**config.mk**
```make
export PLATFORM = sky130hd
export DESIGN_NAME = door_lock_alarm_ctrl
export DESIGN_NICKNAME = d
export VERILOG_FILES = /design/src/rtl/door_lock_pkg.sv /design/src/rtl/tick_timer.sv /design/src/rtl/door_lock_alarm_ctrl.sv
export VERILOG_INCLUDE_DIRS = /design/src /design/src/rtl
export SDC_FILE = /design/constraint.sdc
export NUM_CORES = 1
export LEC_CHECK = 0
export BUFFER_PORTS_ARGS = -buffer_cell sky130_fd_sc_hd__buf_4
export CAP_MARGIN = 30
export CORE_MARGIN = 8
export CORE_UTILIZATION = 60
export CTS_CLUSTER_SIZE = 16
export DETAILED_ROUTE_END_ITERATION = 16
export HOLD_SLACK_MARGIN = 0.03
export PLACE_DENSITY_LB_ADDON = 0.25
export SYNTH_ARGS = -nofsm -noshare
export SYNTH_HDL_FRONTEND = slang
export SYNTH_SLANG_ARGS = --single-unit
export TNS_END_PERCENT = 1
```
**constraint.sdc**
```tcl
create_clock -name REF_CLK -period 3.83 [get_ports REF_CLK]
set_input_delay 0.383 -clock REF_CLK [delete_from_list [all_inputs] [get_ports REF_CLK]]
set_output_delay 0.383 -clock REF_CLK [all_outputs]
set_load 0.02 [all_outputs]
```
**src/rtl/door_lock_map.svh**
```systemverilog
`ifndef DOOR_LOCK_MAP_SVH
`define DOOR_LOCK_MAP_SVH

// ----------------------------------------------------------------
// timing
// ----------------------------------------------------------------
`define CLK_PERIOD_NS    10
`define TICK_PERIOD_NS   1000000
`define TICK_CYCLES      (`TICK_PERIOD_NS / `CLK_PERIOD_NS)
`define KEY_A_HOLD_MS    1000
`define FALLBACK_WIN_MS  5000
`define RELOCK_MS        60000
`define INTERIOR_DLY_MS  30000
`define FLASH_MS         500
`define TICK_MS          1
`define KEY_A_HOLD_TICKS  (`KEY_A_HOLD_MS / `TICK_MS)
`define FALLBACK_TICKS    (`FALLBACK_WIN_MS / `TICK_MS)
`define RELOCK_TICKS      (`RELOCK_MS / `TICK_MS)
`define INTERIOR_TICKS    (`INTERIOR_DLY_MS / `TICK_MS)
`define FLASH_TICKS       (`FLASH_MS / `TICK_MS)
`define SPEED_LOCK_KMH   8'h0E

// ----------------------------------------------------------------
// register map
// ----------------------------------------------------------------
`define REG_CTRL         12'h000
`define REG_STATUS       12'h004
`define CTRL_RESET       32'h0000_0001
`define CTRL_SPEED_BIT   0
`define CTRL_CABRIO_BIT  1
`define ST_DRV_LOCKED    0
`define ST_PAS_LOCKED    1
`define ST_FLAP_LOCKED   2
`define ST_REAR_EN       3
`define ST_ARMED         4
`define ST_ALARM         5
`define ST_KEY_A         6
`define ST_INTERIOR_LIVE 7
`define ST_EXCLUDED      8
`define ST_FALLBACK_LSB  9

`endif

```
**src/rtl/door_lock_pkg.sv**
```systemverilog
package door_lock_pkg;

  typedef struct packed {
    logic auth;
    logic lock;
    logic unlock;
    logic rear;
    logic top;
    logic key_a;
  } fob_type;

  typedef struct packed {
    logic door_l_open;
    logic door_r_open;
    logic rear_open;
    logic handle_l;
    logic handle_r;
    logic rear_handle;
    logic trunk_latch;
  } door_in_type;

  typedef struct packed {
    logic lock_all;
    logic unlock_drv;
    logic unlock_pas;
    logic unlock_flap;
    logic trunk_release;
    logic top_open;
  } act_type;

  typedef struct packed {
    logic drv;
    logic pas;
    logic flap;
    logic rear_en;
  } lock_state_type;

  typedef enum logic [1:0] {
    FB_IDLE = 2'b00,
    FB_SEEN = 2'b01,
    FB_WAIT = 2'b11
  } fallback_type;

endpackage : door_lock_pkg

```
**src/rtl/tick_timer.sv**
```systemverilog
`timescale 1ns/1ps
module tick_timer #(
  parameter logic [15:0] LIMIT = 16'h0001
) (
  input  wire logic clk,
  input  wire logic rst_n,
  input  wire logic tick,
  input  wire logic run,
  output logic      done
);
  logic [15:0] cnt_q;

  always_ff @(posedge clk or negedge rst_n) begin
    if (!rst_n) begin
      cnt_q <= 16'h0000;
    end else if (!run) begin
      cnt_q <= 16'h0000;
    end else if (tick && cnt_q != LIMIT) begin
      cnt_q <= cnt_q + 16'h0001;
    end
  end

  // done comes from the count alone, so a user may gate run with done without a loop
  assign done = (cnt_q == LIMIT);
endmodule : tick_timer

```
**src/rtl/door_lock_alarm_ctrl.sv**
```systemverilog
`timescale 1ns/1ps
`include "door_lock_map.svh"
// How it works
// - key_a held one second starts siren and flashing turn lamps.
// - key_a stops on ignition switched on or a new key_a press.
// - cockpit switch with all doors shut locks/unlocks all, rear handle follows.
// - door open, ignition on, lock switch; ignition off in 5 s, door shut locks.
// - mechanical key unlocks driver door; flap only with good supply.
// - mechanical unlock while armed raises the alarm.
// - ignition on and speed over 14 km/h locks, if enabled.
// - unlock with no door opened for 60 s relocks.
// - crash signal unlocks the doors.
// - coupe: authorized fob rear request drives trunk latch; others ignored.
// - cabrio: authorized fob top request drives soft-top motor; others ignored.
// - armed and any monitored input changes raises siren and lamps.
// - fob lock arms theft_alarm; fob unlock disarms it.
// - authorized key present plus ignition on disarms.
// - interior sensor watched only 30 s after locking.
// - exclusion switch drops interior and tilt watching this cycle.
// - exclusion cancelled at next vehicle lock.
// - first fob unlock: driver and flap, flash; second: passenger, rear, flash.
// - rear handle only while globally unlocked; then releases trunk latch.
// - inside handle unlocks its own door and flap, whatever the state.
module door_lock_alarm_ctrl #(
  parameter int TICK_DIV = `TICK_CYCLES
) (
  input  wire logic                     REF_CLK,
  input  wire logic                     RESETN,
  input  wire logic                     PSEL,
  input  wire logic                     PENABLE,
  input  wire logic                     PWRITE,
  input  wire logic [11:0]              PADDR,
  input  wire logic [31:0]              PWDATA,
  input  wire logic [3:0]               PSTRB,
  output logic      [31:0]              PRDATA,
  output logic                          PREADY,
  output logic                          PSLVERR,
  input  wire door_lock_pkg::fob_type     FOB,
  input  wire door_lock_pkg::door_in_type DOORS,
  input  wire logic                     LOCK_SW,
  input  wire logic                     UNLOCK_SW,
  input  wire logic                     EXCLUDE_SW,
  input  wire logic                     MECH_KEY,
  input  wire logic                     KEY_PRESENT,
  input  wire logic                     IGN_RUN,
  input  wire logic                     CRASH,
  input  wire logic                     SUPPLY_OK,
  input  wire logic [7:0]               SPEED_KMH,
  input  wire logic                     INTERIOR,
  input  wire logic                     TILT,
  output door_lock_pkg::act_type          ACT,
  output logic                          SIREN,
  output logic                          TURN_LAMP
);
  import door_lock_pkg::*;

  // ----------------------------------------------------------------
  // tick and timers
  // ----------------------------------------------------------------
  localparam int NTMR = 5;
  localparam int T_KEY_A = 0;
  localparam int T_FB = 1;
  localparam int T_RELOCK = 2;
  localparam int T_INT = 3;
  localparam int T_FLASH = 4;
  localparam logic [15:0] LIMITS [NTMR] = '{
    16'(`KEY_A_HOLD_TICKS), 16'(`FALLBACK_TICKS), 16'(`RELOCK_TICKS),
    16'(`INTERIOR_TICKS), 16'(`FLASH_TICKS)};

  logic [31:0]     div_q;
  logic            tick;
  logic [NTMR-1:0] run;
  logic [NTMR-1:0] done;

  always_ff @(posedge REF_CLK or negedge RESETN) begin
    if (!RESETN) begin
      div_q <= 32'h0000_0000;
    end else if (div_q >= 32'(TICK_DIV - 1)) begin
      div_q <= 32'h0000_0000;
    end else begin
      div_q <= div_q + 32'h0000_0001;
    end
  end
  assign tick = (div_q >= 32'(TICK_DIV - 1));

  generate
    for (genvar i = 0; i < NTMR; i++) begin : g_tmr
      tick_timer #(
        .LIMIT (LIMITS[i])
      ) u_tmr (
        .clk   (REF_CLK),
        .rst_n (RESETN),
        .tick  (tick),
        .run   (run[i]),
        .done  (done[i])
      );
    end
  endgenerate

  // ----------------------------------------------------------------
  // edge detection
  // ----------------------------------------------------------------
  fob_type        fob_q;
  door_in_type    doors_q;
  logic           lock_sw_q;
  logic           unlock_sw_q;
  logic           excl_sw_q;
  logic           mech_q;
  logic           ign_q;
  logic           crash_q;
  logic           spd_q;
  logic           interior_q;
  logic           tilt_q;
  logic           spd_cond;

  assign spd_cond = IGN_RUN && (SPEED_KMH > `SPEED_LOCK_KMH);

  always_ff @(posedge REF_CLK or negedge RESETN) begin
    if (!RESETN) begin
      fob_q       <= '0;
      doors_q     <= '0;
      lock_sw_q   <= 1'b0;
      unlock_sw_q <= 1'b0;
      excl_sw_q   <= 1'b0;
      mech_q      <= 1'b0;
      ign_q       <= 1'b0;
      crash_q     <= 1'b0;
      spd_q       <= 1'b0;
      interior_q  <= 1'b0;
      tilt_q      <= 1'b0;
    end else begin
      fob_q       <= FOB;
      doors_q     <= DOORS;
      lock_sw_q   <= LOCK_SW;
      unlock_sw_q <= UNLOCK_SW;
      excl_sw_q   <= EXCLUDE_SW;
      mech_q      <= MECH_KEY;
      ign_q       <= IGN_RUN;
      crash_q     <= CRASH;
      spd_q       <= spd_cond;
      interior_q  <= INTERIOR;
      tilt_q      <= TILT;
    end
  end

  logic fob_lock_ev, fob_unlock_ev, fob_rear_ev, fob_top_ev, key_a_ev;
  logic cockpit_lock_ev, cockpit_unlock_ev, all_closed, any_open, ign_on_ev;
  logic mech_ev, crash_ev, speed_ev, excl_ev, rear_handle_ev;
  logic handle_l_ev, handle_r_ev;

  assign fob_lock_ev    = FOB.auth && FOB.lock && !fob_q.lock;
  assign fob_unlock_ev  = FOB.auth && FOB.unlock && !fob_q.unlock;
  assign fob_rear_ev    = FOB.auth && FOB.rear && !fob_q.rear;
  assign fob_top_ev     = FOB.auth && FOB.top && !fob_q.top;
  assign key_a_ev       = FOB.key_a && !fob_q.key_a;
  assign all_closed     = !DOORS.door_l_open && !DOORS.door_r_open && !DOORS.rear_open;
  assign any_open       = DOORS.door_l_open || DOORS.door_r_open || DOORS.rear_open;
  assign cockpit_lock_ev   = LOCK_SW && !lock_sw_q;
  assign cockpit_unlock_ev = UNLOCK_SW && !unlock_sw_q;
  assign ign_on_ev      = IGN_RUN && !ign_q;
  assign mech_ev        = MECH_KEY && !mech_q;
  assign crash_ev       = CRASH && !crash_q;
  assign speed_ev       = spd_cond && !spd_q;
  assign excl_ev        = EXCLUDE_SW && !excl_sw_q;
  assign rear_handle_ev = DOORS.rear_handle && !doors_q.rear_handle;
  assign handle_l_ev    = DOORS.handle_l && !doors_q.handle_l;
  assign handle_r_ev    = DOORS.handle_r && !doors_q.handle_r;

  // ----------------------------------------------------------------
  // configuration register
  // ----------------------------------------------------------------
  logic [31:0] ctrl_q;
  logic        apb_wr;
  logic        addr_ok;

  assign addr_ok = (PADDR == `REG_CTRL) || (PADDR == `REG_STATUS);
  assign apb_wr  = PSEL && PENABLE && PWRITE && (PADDR == `REG_CTRL);

  always_ff @(posedge REF_CLK or negedge RESETN) begin
    if (!RESETN) begin
      ctrl_q <= `CTRL_RESET;
    end else if (apb_wr && PSTRB[0]) begin
      ctrl_q <= {30'h0000_0000, PWDATA[1:0]};
    end
  end

  // ----------------------------------------------------------------
  // fallback lock sequence
  // ----------------------------------------------------------------
  fallback_type fb_q;
  logic         fb_lock_ev;

  assign run[T_FB]  = (fb_q == FB_SEEN);
  assign fb_lock_ev = (fb_q == FB_WAIT) && !DOORS.door_l_open;

  always_ff @(posedge REF_CLK or negedge RESETN) begin
    if (!RESETN) begin
      fb_q <= FB_IDLE;
    end else begin
      unique case (fb_q)
        FB_IDLE: begin
          if (DOORS.door_l_open && IGN_RUN && cockpit_lock_ev) begin
            fb_q <= FB_SEEN;
          end
        end
        FB_SEEN: begin
          if (done[T_FB]) begin
            fb_q <= FB_IDLE;
          end else if (!IGN_RUN) begin
            fb_q <= FB_WAIT;
          end
        end
        FB_WAIT: begin
          // a fresh ignition cycle abandons the sequence
          if (fb_lock_ev || IGN_RUN) begin
            fb_q <= FB_IDLE;
          end
        end
      endcase
    end
  end

  // ----------------------------------------------------------------
  // central_lock state
  // ----------------------------------------------------------------
  lock_state_type lk_q;
  logic           relock_q;
  logic           any_lock_ev;
  logic           cp_lock, cp_unlock;

  assign cp_lock   = cockpit_lock_ev && all_closed;
  assign cp_unlock = cockpit_unlock_ev && all_closed;
  assign run[T_RELOCK] = relock_q && !any_open;
  assign any_lock_ev = fob_lock_ev || cp_lock || fb_lock_ev || done[T_RELOCK]
                    || (speed_ev && ctrl_q[`CTRL_SPEED_BIT]);

  always_ff @(posedge REF_CLK or negedge RESETN) begin
    if (!RESETN) begin
      lk_q <= '{drv: 1'b1, pas: 1'b1, flap: 1'b1, rear_en: 1'b0};
    end else if (crash_ev) begin
      lk_q <= '{drv: 1'b0, pas: 1'b0, flap: 1'b0, rear_en: lk_q.rear_en};
    end else if (cp_unlock) begin
      lk_q <= '{drv: 1'b0, pas: 1'b0, flap: 1'b0, rear_en: 1'b1};
    end else if (fob_unlock_ev && lk_q.drv) begin
      lk_q <= '{drv: 1'b0, pas: lk_q.pas, flap: 1'b0, rear_en: lk_q.rear_en};
    end else if (fob_unlock_ev) begin
      lk_q <= '{drv: 1'b0, pas: 1'b0, flap: 1'b0, rear_en: 1'b1};
    end else if (any_lock_ev) begin
      lk_q <= '{drv: 1'b1, pas: 1'b1, flap: 1'b1, rear_en: 1'b0};
    end else begin
      if (mech_ev) begin
        lk_q.drv <= 1'b0;
      end
      if (handle_l_ev) begin
        lk_q.drv <= 1'b0;
      end
      if (handle_r_ev) begin
        lk_q.pas <= 1'b0;
      end
      if ((mech_ev && SUPPLY_OK) || handle_l_ev || handle_r_ev) begin
        lk_q.flap <= 1'b0;
      end
    end
  end

  // relock only follows a deliberate unlock, and any door opening cancels it
  always_ff @(posedge REF_CLK or negedge RESETN) begin
    if (!RESETN) begin
      relock_q <= 1'b0;
    end else if (any_open || any_lock_ev || crash_ev) begin
      relock_q <= 1'b0;
    end else if (fob_unlock_ev || cp_unlock) begin
      relock_q <= 1'b1;
    end
  end

  // ----------------------------------------------------------------
  // actuator pulses
  // ----------------------------------------------------------------
  always_ff @(posedge REF_CLK or negedge RESETN) begin
    if (!RESETN) begin
      ACT <= '0;
    end else begin
      ACT.lock_all      <= any_lock_ev && !crash_ev && !cp_unlock && !fob_unlock_ev;
      ACT.unlock_drv    <= crash_ev || cp_unlock || fob_unlock_ev || mech_ev || handle_l_ev;
      ACT.unlock_pas    <= crash_ev || cp_unlock || (fob_unlock_ev && !lk_q.drv)
                        || handle_r_ev;
      ACT.unlock_flap   <= crash_ev || cp_unlock || fob_unlock_ev || handle_l_ev
                        || handle_r_ev || (mech_ev && SUPPLY_OK);
      ACT.trunk_release <= (fob_rear_ev && !ctrl_q[`CTRL_CABRIO_BIT])
                        || (rear_handle_ev && lk_q.rear_en);
      ACT.top_open      <= fob_top_ev && ctrl_q[`CTRL_CABRIO_BIT];
    end
  end

  // ----------------------------------------------------------------
  // theft_alarm
  // ----------------------------------------------------------------
  logic armed_q, alarm_q, excl_q, trigger, disarm_ev, interior_live;

  assign run[T_INT]    = armed_q;
  assign interior_live = done[T_INT] && !excl_q;
  assign disarm_ev     = fob_unlock_ev || (KEY_PRESENT && ign_on_ev);
  assign trigger = armed_q && ((DOORS.door_l_open != doors_q.door_l_open)
                 || (DOORS.door_r_open != doors_q.door_r_open)
                 || (DOORS.trunk_latch != doors_q.trunk_latch)
                 || (interior_live && (INTERIOR != interior_q))
                 || (!excl_q && (TILT != tilt_q))
                 || mech_ev);

  always_ff @(posedge REF_CLK or negedge RESETN) begin
    if (!RESETN) begin
      armed_q <= 1'b0;
    end else if (fob_lock_ev) begin
      armed_q <= 1'b1;
    end else if (disarm_ev) begin
      armed_q <= 1'b0;
    end
  end

  // a trigger in the disarming cycle still sounds
  always_ff @(posedge REF_CLK or negedge RESETN) begin
    if (!RESETN) begin
      alarm_q <= 1'b0;
    end else if (trigger) begin
      alarm_q <= 1'b1;
    end else if (disarm_ev) begin
      alarm_q <= 1'b0;
    end
  end

  always_ff @(posedge REF_CLK or negedge RESETN) begin
    if (!RESETN) begin
      excl_q <= 1'b0;
    end else if (excl_ev) begin
      excl_q <= 1'b1;
    end else if (any_lock_ev) begin
      excl_q <= 1'b0;
    end
  end

  // ----------------------------------------------------------------
  // key_a and lamps
  // ----------------------------------------------------------------
  logic key_a_q, flash_q, blink_q;

  assign run[T_KEY_A] = FOB.key_a && !key_a_q;
  assign run[T_FLASH] = (flash_q || alarm_q || key_a_q) && !done[T_FLASH];

  always_ff @(posedge REF_CLK or negedge RESETN) begin
    if (!RESETN) begin
      key_a_q <= 1'b0;
    end else if (key_a_q && (ign_on_ev || key_a_ev)) begin
      key_a_q <= 1'b0;
    end else if (done[T_KEY_A]) begin
      key_a_q <= 1'b1;
    end
  end

  always_ff @(posedge REF_CLK or negedge RESETN) begin
    if (!RESETN) begin
      flash_q <= 1'b0;
      blink_q <= 1'b0;
    end else begin
      if (fob_unlock_ev) begin
        flash_q <= 1'b1;
      end else if (done[T_FLASH]) begin
        flash_q <= 1'b0;
      end
      if (!(alarm_q || key_a_q)) begin
        blink_q <= 1'b1;
      end else if (done[T_FLASH]) begin
        blink_q <= !blink_q;
      end
    end
  end

  always_ff @(posedge REF_CLK or negedge RESETN) begin
    if (!RESETN) begin
      SIREN     <= 1'b0;
      TURN_LAMP <= 1'b0;
    end else begin
      SIREN     <= alarm_q || key_a_q;
      TURN_LAMP <= (alarm_q || key_a_q) ? blink_q : flash_q;
    end
  end

  // ----------------------------------------------------------------
  // register read
  // ----------------------------------------------------------------
  logic [31:0] status;

  always_comb begin
    status = 32'h0000_0000;
    status[`ST_DRV_LOCKED]    = lk_q.drv;
    status[`ST_PAS_LOCKED]    = lk_q.pas;
    status[`ST_FLAP_LOCKED]   = lk_q.flap;
    status[`ST_REAR_EN]       = lk_q.rear_en;
    status[`ST_ARMED]         = armed_q;
    status[`ST_ALARM]         = alarm_q;
    status[`ST_KEY_A]         = key_a_q;
    status[`ST_INTERIOR_LIVE] = interior_live;
    status[`ST_EXCLUDED]      = excl_q;
    status[`ST_FALLBACK_LSB +: 2] = fb_q;
  end

  always_ff @(posedge REF_CLK or negedge RESETN) begin
    if (!RESETN) begin
      PRDATA <= 32'h0000_0000;
    end else if (PSEL && !PENABLE && !PWRITE) begin
      PRDATA <= (PADDR == `REG_CTRL)   ? ctrl_q :
                (PADDR == `REG_STATUS) ? status : 32'h0000_0000;
    end
  end

  assign PREADY  = 1'b1;
  assign PSLVERR = PSEL && PENABLE && !addr_ok;
endmodule : door_lock_alarm_ctrl

```
# Word-level counts from Yosys, hierarchy flattened

Index checks and enable logic that the tools add are counted.

Register bits after elaboration: 187
Output and inout bits: 42

$add $sub $neg: 6
$lt $le $gt $ge: 2
Equal/unequal tests: 29
Muxes and demuxes: 41
Bitwise operators: 1
Reduce and logical (&&, ||, !) cells: 137

Operator list:

| cell                                                    | count |
|---|---|
| two-way mux 16 bit                                      | 10 |
| adder 16 x 1 -> 16 bit, second input constant           | 5 |
| logical AND 1 bit                                       | 58 |
| logical OR 1 bit                                        | 33 |
| adder 32 x 1 -> 32 bit, second input constant           | 1 |
| >= comparator 32 x 17 -> 1 bit, second input constant   | 1 |
| two-way mux 32 bit                                      | 1 |
| zero test 1 bit                                         | 31 |
| two-way mux 11 bit                                      | 2 |
| two-way mux 1 bit                                       | 18 |
| equality test 16 x 10 -> 1 bit, second input constant   | 1 |
| equality test 16 x 13 -> 1 bit, second input constant   | 1 |
| equality test 16 x 15 -> 1 bit, second input constant   | 1 |
| equality test 16 bit, second input constant             | 1 |
| equality test 16 x 9 -> 1 bit, second input constant    | 1 |
| two-way mux 4 bit                                       | 4 |
| inequality test 16 x 10 -> 1 bit, second input constant | 1 |
| inequality test 16 x 13 -> 1 bit, second input constant | 1 |
| inequality test 16 x 15 -> 1 bit, second input constant | 1 |
| inequality test 16 bit, second input constant           | 1 |
| inequality test 16 x 9 -> 1 bit, second input constant  | 1 |
| equality test 12 x 3 -> 1 bit, second input constant    | 1 |
| zero test 12 bit                                        | 1 |
| inequality test 2 bit, second input constant            | 6 |
| other kinds (18)                                        | 34 |

# Depth between registers and ports, before layout

Gate-level depths: netlist (run 1).

Depth after elaboration: 13
Mapped depth: 9
Gate-level depth less buffers: 8

# Cells and area by module

A second synthesis (run 1) with hierarchy kept.

Cells, all modules: 760
Area total of the unflattened synthesis: 7,990.2 um2

By module, submodules not included:

| module                      | instances | cells an instance | area each (um2) |
|---|---|---|---|
| door_lock_alarm_ctrl        | 1         | 304               | 3,517.1 |
| tick_timer (g_tmr[1].u_tmr) | 1         | 93                | 958.4 |
| tick_timer (g_tmr[2].u_tmr) | 1         | 94                | 887.1 |
| tick_timer (g_tmr[4].u_tmr) | 1         | 89                | 877.1 |
| tick_timer (g_tmr[3].u_tmr) | 1         | 90                | 875.8 |
| tick_timer (g_tmr[0].u_tmr) | 1         | 90                | 874.6 |

# Least setup slack after synthesis (run 1)

No wires, ideal clock.

Kind: register -> register
Start point: reg div_q[14]
End point: reg g_tmr[1].u_tmr.cnt_q[12]
Data arrival time: 2.053 ns
Required time: 3.698 ns
Setup slack: 1.645 ns
Stages on the path, launching flop included: 9
Cells stage by stage: dfrtp_1 or4_4 a31oi_1 o2111ai_2 buf_6 buf_4 o2111ai_1 xor2_1 nor2_1

Longest elaborated chain between the ends: 3

RTL lines:

| element                         | RTL line                   | text |
|---|---|---|
| start: declaration              | door_lock_alarm_ctrl.sv:70 | `logic [31:0] div_q;` |
| start signal: assignment        | door_lock_alarm_ctrl.sv:81 | `div_q <= div_q + 32'h0000_0001;` |
| >= comparator 32 x 17 -> 1 bit  | door_lock_alarm_ctrl.sv:84 | `assign tick = (div_q >= 32'(TICK_DIV - 1));` |
| logical AND 1 bit               | tick_timer.sv:18           | `end else if (tick && cnt_q != LIMIT) begin` |
| inequality test 2 bit (no line) | n/a                        |  |
| end signal: assignment          | tick_timer.sv:19           | `cnt_q <= cnt_q + 16'h0001;` |
| end: declaration                | tick_timer.sv:11           | `logic [15:0] cnt_q;` |

No other way between the ends.
A chain may end at the register's enable or synchronous reset.

# Final worst setup path (run 1)

Start point: reg div_q[21]
End point: reg g_tmr[3].u_tmr.cnt_q[7]

Longest elaborated chain between the ends: 3

RTL lines:

| element                                  | RTL line |
|---|---|
| >= comparator 32 x 17 -> 1 bit           | door_lock_alarm_ctrl.sv:84 |
| logical AND 1 bit                        | tick_timer.sv:18 |
| inequality test 2 x 1 -> 1 bit (no line) | n/a |
| end signal: assignment                   | tick_timer.sv:19 |
| end: declaration                         | tick_timer.sv:11 |

No other way between the ends.

==> impl_results.md, run 1 <==
- Data required time at the worst endpoint: a little over 4000 ps
- Count of non-filler cells in the finished layout: roughly 1000
- Number of buffers added on ports: 70
- Kind of capture point of the worst setup path: flip-flop
- Critical Path Slowest Stage Cell: sky130_fd_sc_hd__or4_1
- CP arrival: ~3200 ps
- Leading cell type in the layout, fill and taps excluded: sky130_fd_sc_hd__dfrtp_1
- Number of clock sinks: approximately 170
- Total leakage power: 4.08 nW
- Main combinational cell family by area after synthesis: simple AND/OR/NAND/NOR gates
- Kind of path behind the tightest hold check: primary input to flip-flop
- Vias after detailed routing: approximately 5900
- Crit path time final: 2860 ps
- Floorplan die width: ~130 µm
- Worst-Margin Slew: roughly 800 ps
- Highest clock frequency the design can meet: ~350 MHz
- Final setup violating endpoints: 0
- Leading cell types in the layout, fill and taps excluded: 162 x sky130_fd_sc_hd__dfrtp_1, 79 x sky130_fd_sc_hd__buf_4, 76 x sky130_fd_sc_hd__nor2_1
- Crit path cell chain: or4_1 -> nor4_1 -> o2111ai_4 -> buf_4 -> o2111ai_1 -> xnor2_1 -> and2_1
- P&R area growth vs syn: 16.3%
- Slew Limit Fails: 0
- DRT antenna net count: 0
- DR DRC count: 0
- Post-DR vias/cell: roughly 5.7
- Run status: finished clean
- Clock insertion delay at the later pin of the skew report: about 430 ps
- Standard cell core area: 13100 µm²
- Antenna violations before repair: 0
- Global-route wire length before repair: 28300 µm
- Slack of the worst reg-to-reg path: between 900 and 1000 ps
- N_diodes: 0
- Pwr dens: between 400 and 500 nW/µm²
- Number of DRC markers after the initial detailed-route iteration: 451
- Post-synthesis sequential element count: 166
- Ys async rst share: 100%
- Portion of the clock cycle consumed by the worst path in the final layout: between 70% and 80%
- Vias in the first global route: 5994
- Global placer's final weighted congestion: 0.798
- Clock transition time at the flip-flop clock pins of the worst setup and hold paths: around 60 ps
- Pin count of the biggest net entering global routing: 86
- Number of primary I/O pins: about 130
- Cell area after technology mapping: ~8000 µm²
- Category of the critical setup timing path: flip-flop to flip-flop
- Largest cells by area after synthesis: sky130_fd_sc_hd__dfrtp_1 51%, sky130_fd_sc_hd__xor2_1 6.5%, sky130_fd_sc_hd__nor2_1 3.6%, sky130_fd_sc_hd__xnor2_1 2.6%, sky130_fd_sc_hd__buf_4 2.4%
- Unrepaired setup endpoints after global routing: no
- Setup slack after layout: just under 1000 ps
- Post-synthesis cell type with the largest combined area: sky130_fd_sc_hd__dfrtp_1
- Starting utilization of the core area: about three fifths
- Maximum vdd ir drop: between 300 and 400 µV
- Global route total overflow: 0
- Area fraction of the dominant cell type after synthesis: between 50% and 60%
- Compound-Gate Fraction of Synth Area: approximately 11%
- Clk Tree Root Cell: sky130_fd_sc_hd__clkbuf_16
- Overall die area: about 17000 µm²
- H-tree Lvls: 4
- Library cells used by synthesis: 60
- Maximum capacitance violations: 0
- Placement-stage cell area: 8630 µm²
- Post-route cell area: slightly above 9000 µm²
- CTS tree: done
- HPWL reported at the end of detailed placement: between 10000 and 15000 µm
- Synthesis warning total: 0
- Share of layout cells above drive strength 1: 16.5%
- Element type at the critical path start: flip-flop
- Total instance count after detailed placement: approximately 1000
- Peak per-stage delay on the critical path: roughly 520 ps
- DIE HEIGHT: 131 µm
- Post-synth EDFFs: 0
- Post-synthesis mux area share: less than 1%
- XOR/XNOR Fraction of Synth Area: under 10%
- Maximum fanout count along the critical path: 25
- Routed wire length: roughly 16000 µm
- All-Layer GR Usage: 19.7%
- Setup TNS Final: 0 ps
- Fraction of the mapped netlist area in adder cells: around 1.7%
- Number of instances in the synthesized netlist: 750
- Most used flip-flop cell after synthesis: sky130_fd_sc_hd__dfrtp_1
- Wire length per cell after detailed routing: around 16 µm
- Mean cell area of the mapped netlist: approximately 11 µm²
- Count of cells resized by post-cts repair: 0
- Net count of the finished layout: between 900 and 1000
- Number of optimization iterations in the first detailed-route pass: 5
- Part of the Yosys area used for sequential elements: between 50% and 60%
- CTS max path bufs: 2
- Pre-CTS setup slack: 1010 ps
- Final-layout worst hold slack: approximately 74 ps
- Number of buffers created by CTS: 17
- Final number of hold-violating endpoints: 0
- Standard-cell row count: 42
- Simple-gate share of the synthesized area: about a fifth
- Slew Limit Headroom: 47.8%
- Worst clock skew: around 11 ps
## final timing paths
kind,start,to,cells past startpoint
worst max-delay path,div_q[21],g_tmr[3].u_tmr.cnt_q[7],7
worst min-delay path,DOORS[3],doors_q[3],1
worst max register to register,div_q[21],g_tmr[3].u_tmr.cnt_q[7],7
worst min register to register,excl_sw_q,excl_q,1
max in group asynchronous,RESETN,g_tmr[0].u_tmr.cnt_q[6],3
min in group asynchronous,RESETN,g_tmr[3].u_tmr.cnt_q[5],2
## per-layer routing
layer  vias to the layer above  GRT usage (%)  routed length, µm
li1                       2762              -                  -
met1                      2951           23.5               7010
met2                       120           32.9               8370
met3                        32           5.22                691
met4                         0           8.33                371
met5                         -              0                  0
## synth_stat cells, types with 9 or more instances
cell type	count
sky130_fd_sc_hd__o21ai_0	33
sky130_fd_sc_hd__nand3_1	19
sky130_fd_sc_hd__dfrtp_1	162
sky130_fd_sc_hd__nand2_1	41
sky130_fd_sc_hd__and2_1	25
sky130_fd_sc_hd__and3_1	22
sky130_fd_sc_hd__a21oi_1	18
sky130_fd_sc_hd__inv_1	23
sky130_fd_sc_hd__nand4_1	11
sky130_fd_sc_hd__ha_1	11
sky130_fd_sc_hd__nor3_1	13
sky130_fd_sc_hd__or3_1	12
sky130_fd_sc_hd__o211ai_1	21
sky130_fd_sc_hd__nor2_1	76
sky130_fd_sc_hd__xnor2_1	24
sky130_fd_sc_hd__xor2_1	59
sky130_fd_sc_hd__o2111ai_1	20
sky130_fd_sc_hd__buf_4	25
sky130_fd_sc_hd__a22o_1	9
sky130_fd_sc_hd__nor2_4	9
sky130_fd_sc_hd__nor4_1	13
sky130_fd_sc_hd__clkbuf_1	11
## stage by stage
| stage | power [W] | util, % |
|---|---|---|
| finish | 0.00412 | 70.7 |
| global route | 0.00430 | 70.7 |
| CTS | 0.00416 | 70.7 |
| detailed placement | 0.00241 | 65.9 |
| global placement | 0.00238 | 65.8 |
| floorplan | 0.00225 | - |
## final cells by class
| type | count | area [µm²] |
|---|---|---|
| fillers | 950 | 3830 |
| inverters | 23 | 86.3 |
| multi-input cells | 547 | 3540 |
| clock buffers | 19 | 443 |
| flip-flops and latches | 166 | 4160 |
| repair buffers | 82 | 634 |
| clock inverters | 13 | 173 |
| well taps | 176 | 220 |
## logic make-up after synthesis
group,count (synthesis)
AO/OA/AOI/OAI,127
XOR/XNOR,83
adder cells (fa/ha/maj),11
buffers and inverters,72
flip-flops,166
multiplexers,7
other,2
AND/OR/NAND/NOR,282
## report_power, final
group	switching, W	total [W]	internal [W]
combinational	0.000250	0.000415	0.000165
clock	0.000688	0.00174	0.00105
sequential	0.000103	0.00197	0.00186
## critical path, delay by kind of cell, from the launching register on
family	cells	cell delay [ps]
AO/OA/AOI/OAI	2	810
XOR/XNOR	1	120
AND/OR/NAND/NOR	3	1060
flip-flops	1	360
buffers and inverters	1	380
## registers in the layout, indices dropped and copies added, names as in the netlist, 2 cells and up
register,cells
div_q,32
PRDATA,11
ctrl_q,2
ACT,6
g_tmr.u_tmr.cnt_q,80
fb_q,2
doors_q,6
lk_q,4
fob_q,5
## timing repair
action                     4_1_cts  5_1_grt
setup endpoints to repair        0        0
hold endpoints to repair         8        0
hold buffers                     1        0
buffers inserted                 0        0
Note: power is estimated with default switching activity, not from simulation.
==> run 2, diff against run 1 <==
--- a/config.mk
+++ b/config.mk
@@ -9,7 +9,7 @@
 export BUFFER_PORTS_ARGS = -buffer_cell sky130_fd_sc_hd__buf_4
 export CAP_MARGIN = 30
 export CORE_MARGIN = 8
-export CORE_UTILIZATION = 60
+export CORE_UTILIZATION = 51
 export CTS_CLUSTER_SIZE = 16
 export DETAILED_ROUTE_END_ITERATION = 16
 export HOLD_SLACK_MARGIN = 0.03
==> constraint.sdc (replaced) <==
create_clock -name REF_CLK -period 2.4 [get_ports REF_CLK]
set_input_delay 0.24 -clock REF_CLK [delete_from_list [all_inputs] [get_ports REF_CLK]]
set_output_delay 0.24 -clock REF_CLK [all_outputs]
set_load 0.02 [all_outputs]
==> run 2 against run 1 <==
Combinational power rose by 66%. Sequential cell count did not move. Count of clock-buffer cells in the layout did not move. Critical path depth rose by 3. Maximum frequency rose by 22%. Power rose by 62%. Critical endpoint is now g_tmr[0].u_tmr.cnt_q[11]. Largest cell class unchanged. Largest power group unchanged.
==> impl_results.md, run 2 (synthesized netlist as in run 1, its figures left out) <==
- Worst hold endpoint: ctrl_q[0]
- CP arrival: 2670 ps (-500 ps)
- All-Layer GR Usage: 17.7% (-1.9 points)
- Core utilization of the finished layout: 64.7% (-6.1 points)
- Element type at the critical path start: flip-flop
- Vias in the first global route: 6017 (+0.38%)
- Standard-cell row count: 45 (+7.1%)
- Number of buffers created by CTS: 17 (unchanged)
- Number of buffers added on ports: 70 (unchanged)
- Number of clock sinks: 166 (unchanged)
- Setup TNS Final: 0 ps (unchanged)
- Crit path cell chain: ha_2 -> and4_4 -> nor3_2 -> nor4_4 -> buf_4 -> buf_12 -> o21ai_2 -> buf_4 -> or3_1 -> a21oi_1
- P&R area growth vs syn: 23.5%
- Setup slack after layout: 53.0 ps (-918 ps)
- Pin count of the biggest net entering global routing: 66 (-23%)
- HPWL reported at the end of detailed placement: 11600 µm (+0.42%)
- Fill count: 1145 (+21%)
- Peak per-stage delay on the critical path: 410 ps (-110 ps)
- Largest register FFs: 80 (unchanged)
- Register Area: 4160 µm² (unchanged)
- Wire length per cell after detailed routing: 16.3 µm (+1.4%)
- DRT antenna net count: 0 (unchanged)
- Pre-CTS setup slack: -34.4 ps (-1040 ps)
- Capture instance of the worst register-to-register path: g_tmr[0].u_tmr.cnt_q[11]
- Kind of path behind the tightest hold check: primary input to flip-flop
- Crit path time final: 2350 ps (-512 ps)
- Global-route wire length before repair: 29100 µm (+2.8%)
- Most used cell, CP: sky130_fd_sc_hd__buf_4
- Final number of hold-violating endpoints: 0 (unchanged)
- Total leakage power: 4.36 nW (+7.0%)
- Hold wc startpoint: PWDATA[0]
- Maximum capacitance violations: 0 (unchanged)
- Register with the most flip-flops: g_tmr.u_tmr.cnt_q
- CTS max path bufs: 2 (unchanged)
- Portion of the clock cycle consumed by the worst path in the final layout: 97.8% (+23 points)
- Maximum fanout count along the critical path: 5 (-80%)
- Floorplan die width: 141 µm (+7.4%)
- Clock transition time at the flip-flop clock pins of the worst setup and hold paths: 60 ps (about the same)
- Critical Path Slowest Stage Cell: sky130_fd_sc_hd__dfrtp_1
- H-tree Lvls: 4 (unchanged)
- Leading cell type in the layout, fill and taps excluded: sky130_fd_sc_hd__dfrtp_1
- Routed wire length: 17600 µm (+6.9%)
- Area occupied by multi-input gates: 3570 µm² (+0.95%)
- CTS tree: done
- Leading cell types in the layout, fill and taps excluded: 162 x sky130_fd_sc_hd__dfrtp_1, 91 x sky130_fd_sc_hd__buf_4, 75 x sky130_fd_sc_hd__nor2_1
- Number of optimization iterations in the first detailed-route pass: 5 (unchanged)
- Standard cell core area: 15200 µm² (+16%)
- Kind of capture point of the worst setup path: flip-flop
- Cell depth of the worst min-delay path: 2 (+1)
- Clock insertion delay at the later pin of the skew report: 420 ps (about the same)
- Overall die area: 19900 µm² (+15%)
- Number of primary I/O pins: 126 (unchanged)
- DR DRC count: 0 (unchanged)
- Registers with the most flip-flops: g_tmr.u_tmr.cnt_q x80, div_q x32, PRDATA x11
- Global route total overflow: 0 (unchanged)
- Slack of the worst reg-to-reg path: 50 ps (-920 ps)
- Worst clock skew: 12.5 ps (+1.80 ps)
- Starting utilization of the core area: 52.4% (-8.5 points)
- Unrepaired setup endpoints after global routing: yes
- Vias after detailed routing: 5932 (+1.1%)
- DIE HEIGHT: 141 µm (+7.4%)
- Global placer's final weighted congestion: 0.826 (+3.5%)
- Number of DRC markers after the initial detailed-route iteration: 266 (-41%)
- N_diodes: 0 (unchanged)
- Post-DR vias/cell: 5.48 (-4.1%)
- Final-layout worst hold slack: 57.7 ps (-16.3 ps)
- Category of the critical setup timing path: flip-flop to flip-flop
- Slew Limit Headroom: 51.2% (+3.4 points)
- Worst Reg-to-Reg Cells: 10 (+3)
- Net count of the finished layout: 976 (+4.7%)
- Maximum vdd ir drop: 626 µV (+87%)
- Highest clock frequency the design can meet: 426 MHz (+22%)
- Share of layout cells above drive strength 1: 19.2% (+2.8 points)
- Run status: finished clean
- Data required time at the worst endpoint: 2730 ps (-1410 ps)
- Clk Tree Root Cell: sky130_fd_sc_hd__clkbuf_16
- Antenna violations before repair: 0 (unchanged)
- Final setup violating endpoints: 0 (unchanged)
- Slew Limit Fails: 0 (unchanged)
- Pwr dens: 678 nW/µm² (+52%)
- Startpoint of the worst-slack reg-to-reg timing path: div_q[0]
- Worst-Margin Slew: 729 ps (-54.0 ps)
-- run 2: critical path, delay by kind of cell, from the launching register on --
family / cells / cell delay [ps]
adder cells (fa/ha/maj): 1 / 230
buffers and inverters: 3 / 480
flip-flops: 1 / 410
AO/OA/AOI/OAI: 2 / 220
AND/OR/NAND/NOR: 4 / 920
-- run 2: how the worst max path moves through the flow --
stage                         start                  endpoint  slack [ps]  cells past startpoint
final                      div_q[0]  g_tmr[0].u_tmr.cnt_q[11]          50                     10
after global routing       div_q[0]  g_tmr[0].u_tmr.cnt_q[15]         -20                      9
after CTS                  div_q[0]  g_tmr[0].u_tmr.cnt_q[11]           3                      9
after detailed placement  div_q[14]   g_tmr[1].u_tmr.cnt_q[8]         -30                      7
after global placement    div_q[14]   g_tmr[2].u_tmr.cnt_q[2]          30                      6
after floorplan           div_q[14]   g_tmr[2].u_tmr.cnt_q[9]         220                      8
-- run 2: power breakdown --
part	switching [W]	internal (W)
clock	0.00113	0.00171
sequential	0.000170	0.00297
combinational	0.000402	0.000286
-- run 2: metal layers --
metal	global-route usage, %	up-vias	part of all wire (%)
li1	-	2853	-
met1	22.1	2967	44
met2	30.7	97	52
met3	3.85	15	3.5
met4	4.36	0	0.97
met5	0	-	0
-- run 2: per-stage QoR --
| stage | std cells | total power, W | cell area (µm²) |
|---|---|---|---|
| global placement | 1017 | 0.00381 | 8800 |
| CTS | 1071 | 0.00673 | 9640 |
| floorplan | 785 | 0.00359 | 8090 |
| detailed placement | 1017 | 0.00385 | 8800 |
| finish | 1082 | 0.00667 | 9830 |
| global route | 1082 | 0.00695 | 9830 |
-- run 2: cell type report --
cell class	count	area share [%]
clock buffer	19	4.61
clock inverter	13	1.73
inverter	23	0.878
multi-input combinational	547	36.3
sequential	166	42.3
tap	188	2.39
timing repair buffer	126	11.7
-- run 2: timing repair --
action	in CTS	in global routing
endpoints found under the setup margin	8	67
gates resized for setup	1	11
setup buffers	2	8
endpoints found under the hold margin	65	0
pin swaps	1	1
hold buffers	20	0
cloned	0	3
==> run 3, diff against run 2 <==
==> constraint.sdc (replaced) <==
create_clock -name REF_CLK -period 2.4 [get_ports REF_CLK]
set_input_delay 0.48 -clock REF_CLK [delete_from_list [all_inputs] [get_ports REF_CLK]]
set_output_delay 0.48 -clock REF_CLK [all_outputs]
set_load 0.02 [all_outputs]
==> run 3 against run 2 <==
Combinational power shrank 4.4%. Critical path type unchanged. Final area shrank 3.8%. Setup slack gained 47 ps. Sequential cell count is the same. Largest power group unchanged. Global-route usage grew 0.079 points. Wire length shrank 4.9%.
==> impl_results.md, run 3 (synthesized netlist as in run 1, its figures left out) <==
- Run status: finished clean
- Register with the most flip-flops: g_tmr.u_tmr.cnt_q
- Data required time at the worst endpoint: 2690 ps (-40 ps)
- Pwr dens: 691 nW/µm² (+1.9%)
- Share of layout cells above drive strength 1: 19.0% (-0.23 points)
- Vias after detailed routing: 5800 (-2.2%)
- Count of non-filler cells in the finished layout: 1056 (-2.4%)
- Standard cell core area: 15200 µm² (unchanged)
- Worst Reg-to-Reg Cells: 8 (-2)
- CTS tree: done
- Maximum fanout count along the critical path: 14 (+9)
- Core utilization of the finished layout: 62.2% (-2.5 points)
- Global-route wire length before repair: 28900 µm (-0.57%)
- Worst clock skew: 11.9 ps (-0.630 ps)
- Starting utilization of the core area: 52.4% (unchanged)
- Kind of capture point of the worst setup path: flip-flop
- Vias in the first global route: 5967 (-0.83%)
- Pre-CTS setup slack: 43.4 ps (+77.8 ps)
- DRT antenna net count: 0 (unchanged)
- Setup slack after layout: 99.6 ps (+46.6 ps)
- Number of primary I/O pins: 126 (unchanged)
- Number of clock sinks: 166 (unchanged)
- Worst-Margin Slew: 807 ps (+78.1 ps)
- Clock transition time at the flip-flop clock pins of the worst setup and hold paths: 70 ps (about the same)
- Critical Path Slowest Stage Cell: sky130_fd_sc_hd__or4_1
- CP arrival: 2590 ps (-80 ps)
- Pin count of the biggest net entering global routing: 75 (+14%)
- Leading cell types in the layout, fill and taps excluded: 162 x sky130_fd_sc_hd__dfrtp_1, 93 x sky130_fd_sc_hd__buf_4, 75 x sky130_fd_sc_hd__nor2_1
- Total leakage power: 4.19 nW (-3.9%)
- Peak per-stage delay on the critical path: 550 ps (+140 ps)
- Unrepaired setup endpoints after global routing: yes
- Final setup violating endpoints: 0 (unchanged)
- Antenna violations before repair: 0 (unchanged)
- Portion of the clock cycle consumed by the worst path in the final layout: 95.8% (-1.9 points)
- Maximum vdd ir drop: 575 µV (-8.2%)
- All-Layer GR Usage: 17.8% (+0.079 points)
- Slew Limit Headroom: 45.7% (-5.5 points)
- Overall die area: 19900 µm² (unchanged)
- Category of the critical setup timing path: flip-flop to flip-flop
- Critical Path Stages: 8 (-2)
- Total instance count after detailed placement: 1019 (+0.20%)
- Clk Tree Root Cell: sky130_fd_sc_hd__clkbuf_16
- Buffers and inverters on the worst path: 2 (-1)
- Net count of the finished layout: 950 (-2.7%)
- Placement-stage cell area: 8770 µm² (-0.26%)
- DR DRC count: 0 (unchanged)
- Clock insertion delay at the later pin of the skew report: 430 ps (about the same)
- Wire length per cell after detailed routing: 15.8 µm (-2.5%)
- CTS max path bufs: 2 (unchanged)
- Element type at the critical path start: flip-flop
- Number of buffers created by CTS: 17 (unchanged)
- Highest clock frequency the design can meet: 435 MHz (+2.0%)
- Fill count: 1183 (+3.3%)
- Kind of path behind the tightest hold check: primary input to async pin
- Floorplan die width: 141 µm (unchanged)
- Leading cell type in the layout, fill and taps excluded: sky130_fd_sc_hd__dfrtp_1
- Number of buffers added on ports: 70 (unchanged)
- Number of optimization iterations in the first detailed-route pass: 4 (-1)
- Overall power: 0.00653 W (-2.1%)
- Crit path cell chain: or4_1 -> nor4_2 -> buf_4 -> o2111ai_4 -> buf_6 -> o211ai_1 -> xor2_1 -> nor2_1
- Global route total overflow: 0 (unchanged)
- H-tree Lvls: 4 (unchanged)
- Final number of hold-violating endpoints: 0 (unchanged)
- Post-DR vias/cell: 5.49 (+0.18%)
- Registers with the most flip-flops: g_tmr.u_tmr.cnt_q x80, div_q x32, PRDATA x11
- Routed wire length: 16700 µm (-4.9%)
- Crit path time final: 2300 ps (-46.6 ps)
- DIE HEIGHT: 141 µm (unchanged)
- N_diodes: 0 (unchanged)
- Post-route cell area: 9450 µm² (-3.8%)
- Number of DRC markers after the initial detailed-route iteration: 389 (+46%)
- Global placer's final weighted congestion: 0.824 (-0.21%)
- Maximum capacitance violations: 0 (unchanged)
- Standard-cell row count: 45 (unchanged)
- CP delay by family, top: simple AND/OR/NAND/NOR gates
- P&R area growth vs syn: 18.8%
- Slew Limit Fails: 0 (unchanged)
- Largest register FFs: 80 (unchanged)
- HPWL reported at the end of detailed placement: 11700 µm (+0.92%)
## run 3: cell types whose count changed in the layout (fill, tap and decap cells not counted), sizes merged
cell / before / now
clkinv: 7 / 4
dlygate4sd3: 20 / 0
bufinv: 3 / 1
inv: 26 / 32
clkinvlp: 0 / 1
buf: 103 / 100
clkbuf: 22 / 17
## run 3: through the flow
| stage | hold WS (ps) | TNS (ps) |
|---|---|---|
| finish | 50.3 | 0 |
| floorplan | 184 | 0 |
| global placement | 411 | 0 |
| global route | 99.9 | -512 |
| CTS | 79.5 | 0 |
| detailed placement | 419 | 0 |
## run 3: power by group
| part | switching [W] | total (W) | internal [W] |
|---|---|---|---|
| Sequential | 0.000165 | 0.00314 | 0.00297 |
| Clock | 0.00124 | 0.00274 | 0.00150 |
| Combinational | 0.000391 | 0.000658 | 0.000267 |
## run 3: final timing paths
check	startpoint	end	slack, ps
min in group REF_CLK	DOORS[3]	doors_q[3]	160
min	RESETN	g_tmr[3].u_tmr.cnt_q[8]	50
max in group asynchronous	RESETN	div_q[28]	1600
max reg2reg	div_q[21]	g_tmr[1].u_tmr.cnt_q[2]	100
min reg2reg	excl_sw_q	excl_q	430
max	div_q[21]	g_tmr[1].u_tmr.cnt_q[2]	100
## run 3: final cells by class
cell class / instances / area [µm²] / area share [%]
flip-flops and latches: 166 / 4160 / 44.0
multi-input cells: 547 / 3560 / 37.7
repair buffers: 100 / 803 / 8.50
clock buffers: 17 / 425 / 4.50
well taps: 188 / 235 / 2.49
clock inverters: 15 / 179 / 1.89
inverters: 23 / 86.3 / 0.913
## run 3: per-layer routing
layer	GRT usage, %	wire length (µm)	vias up
met3	4.39	580	14
met1	22.0	7390	2892
li1	-	-	2807
met4	4.98	170	0
met2	30.4	8590	87
met5	0	0	-
## run 3: timing repair
| action | in CTS | in global routing |
|---|---|---|
| setup buffers | 0 | 5 |
| gates resized for setup | 0 | 11 |
| hold buffers | 0 | 0 |
| endpoints found under the setup margin | 0 | 77 |
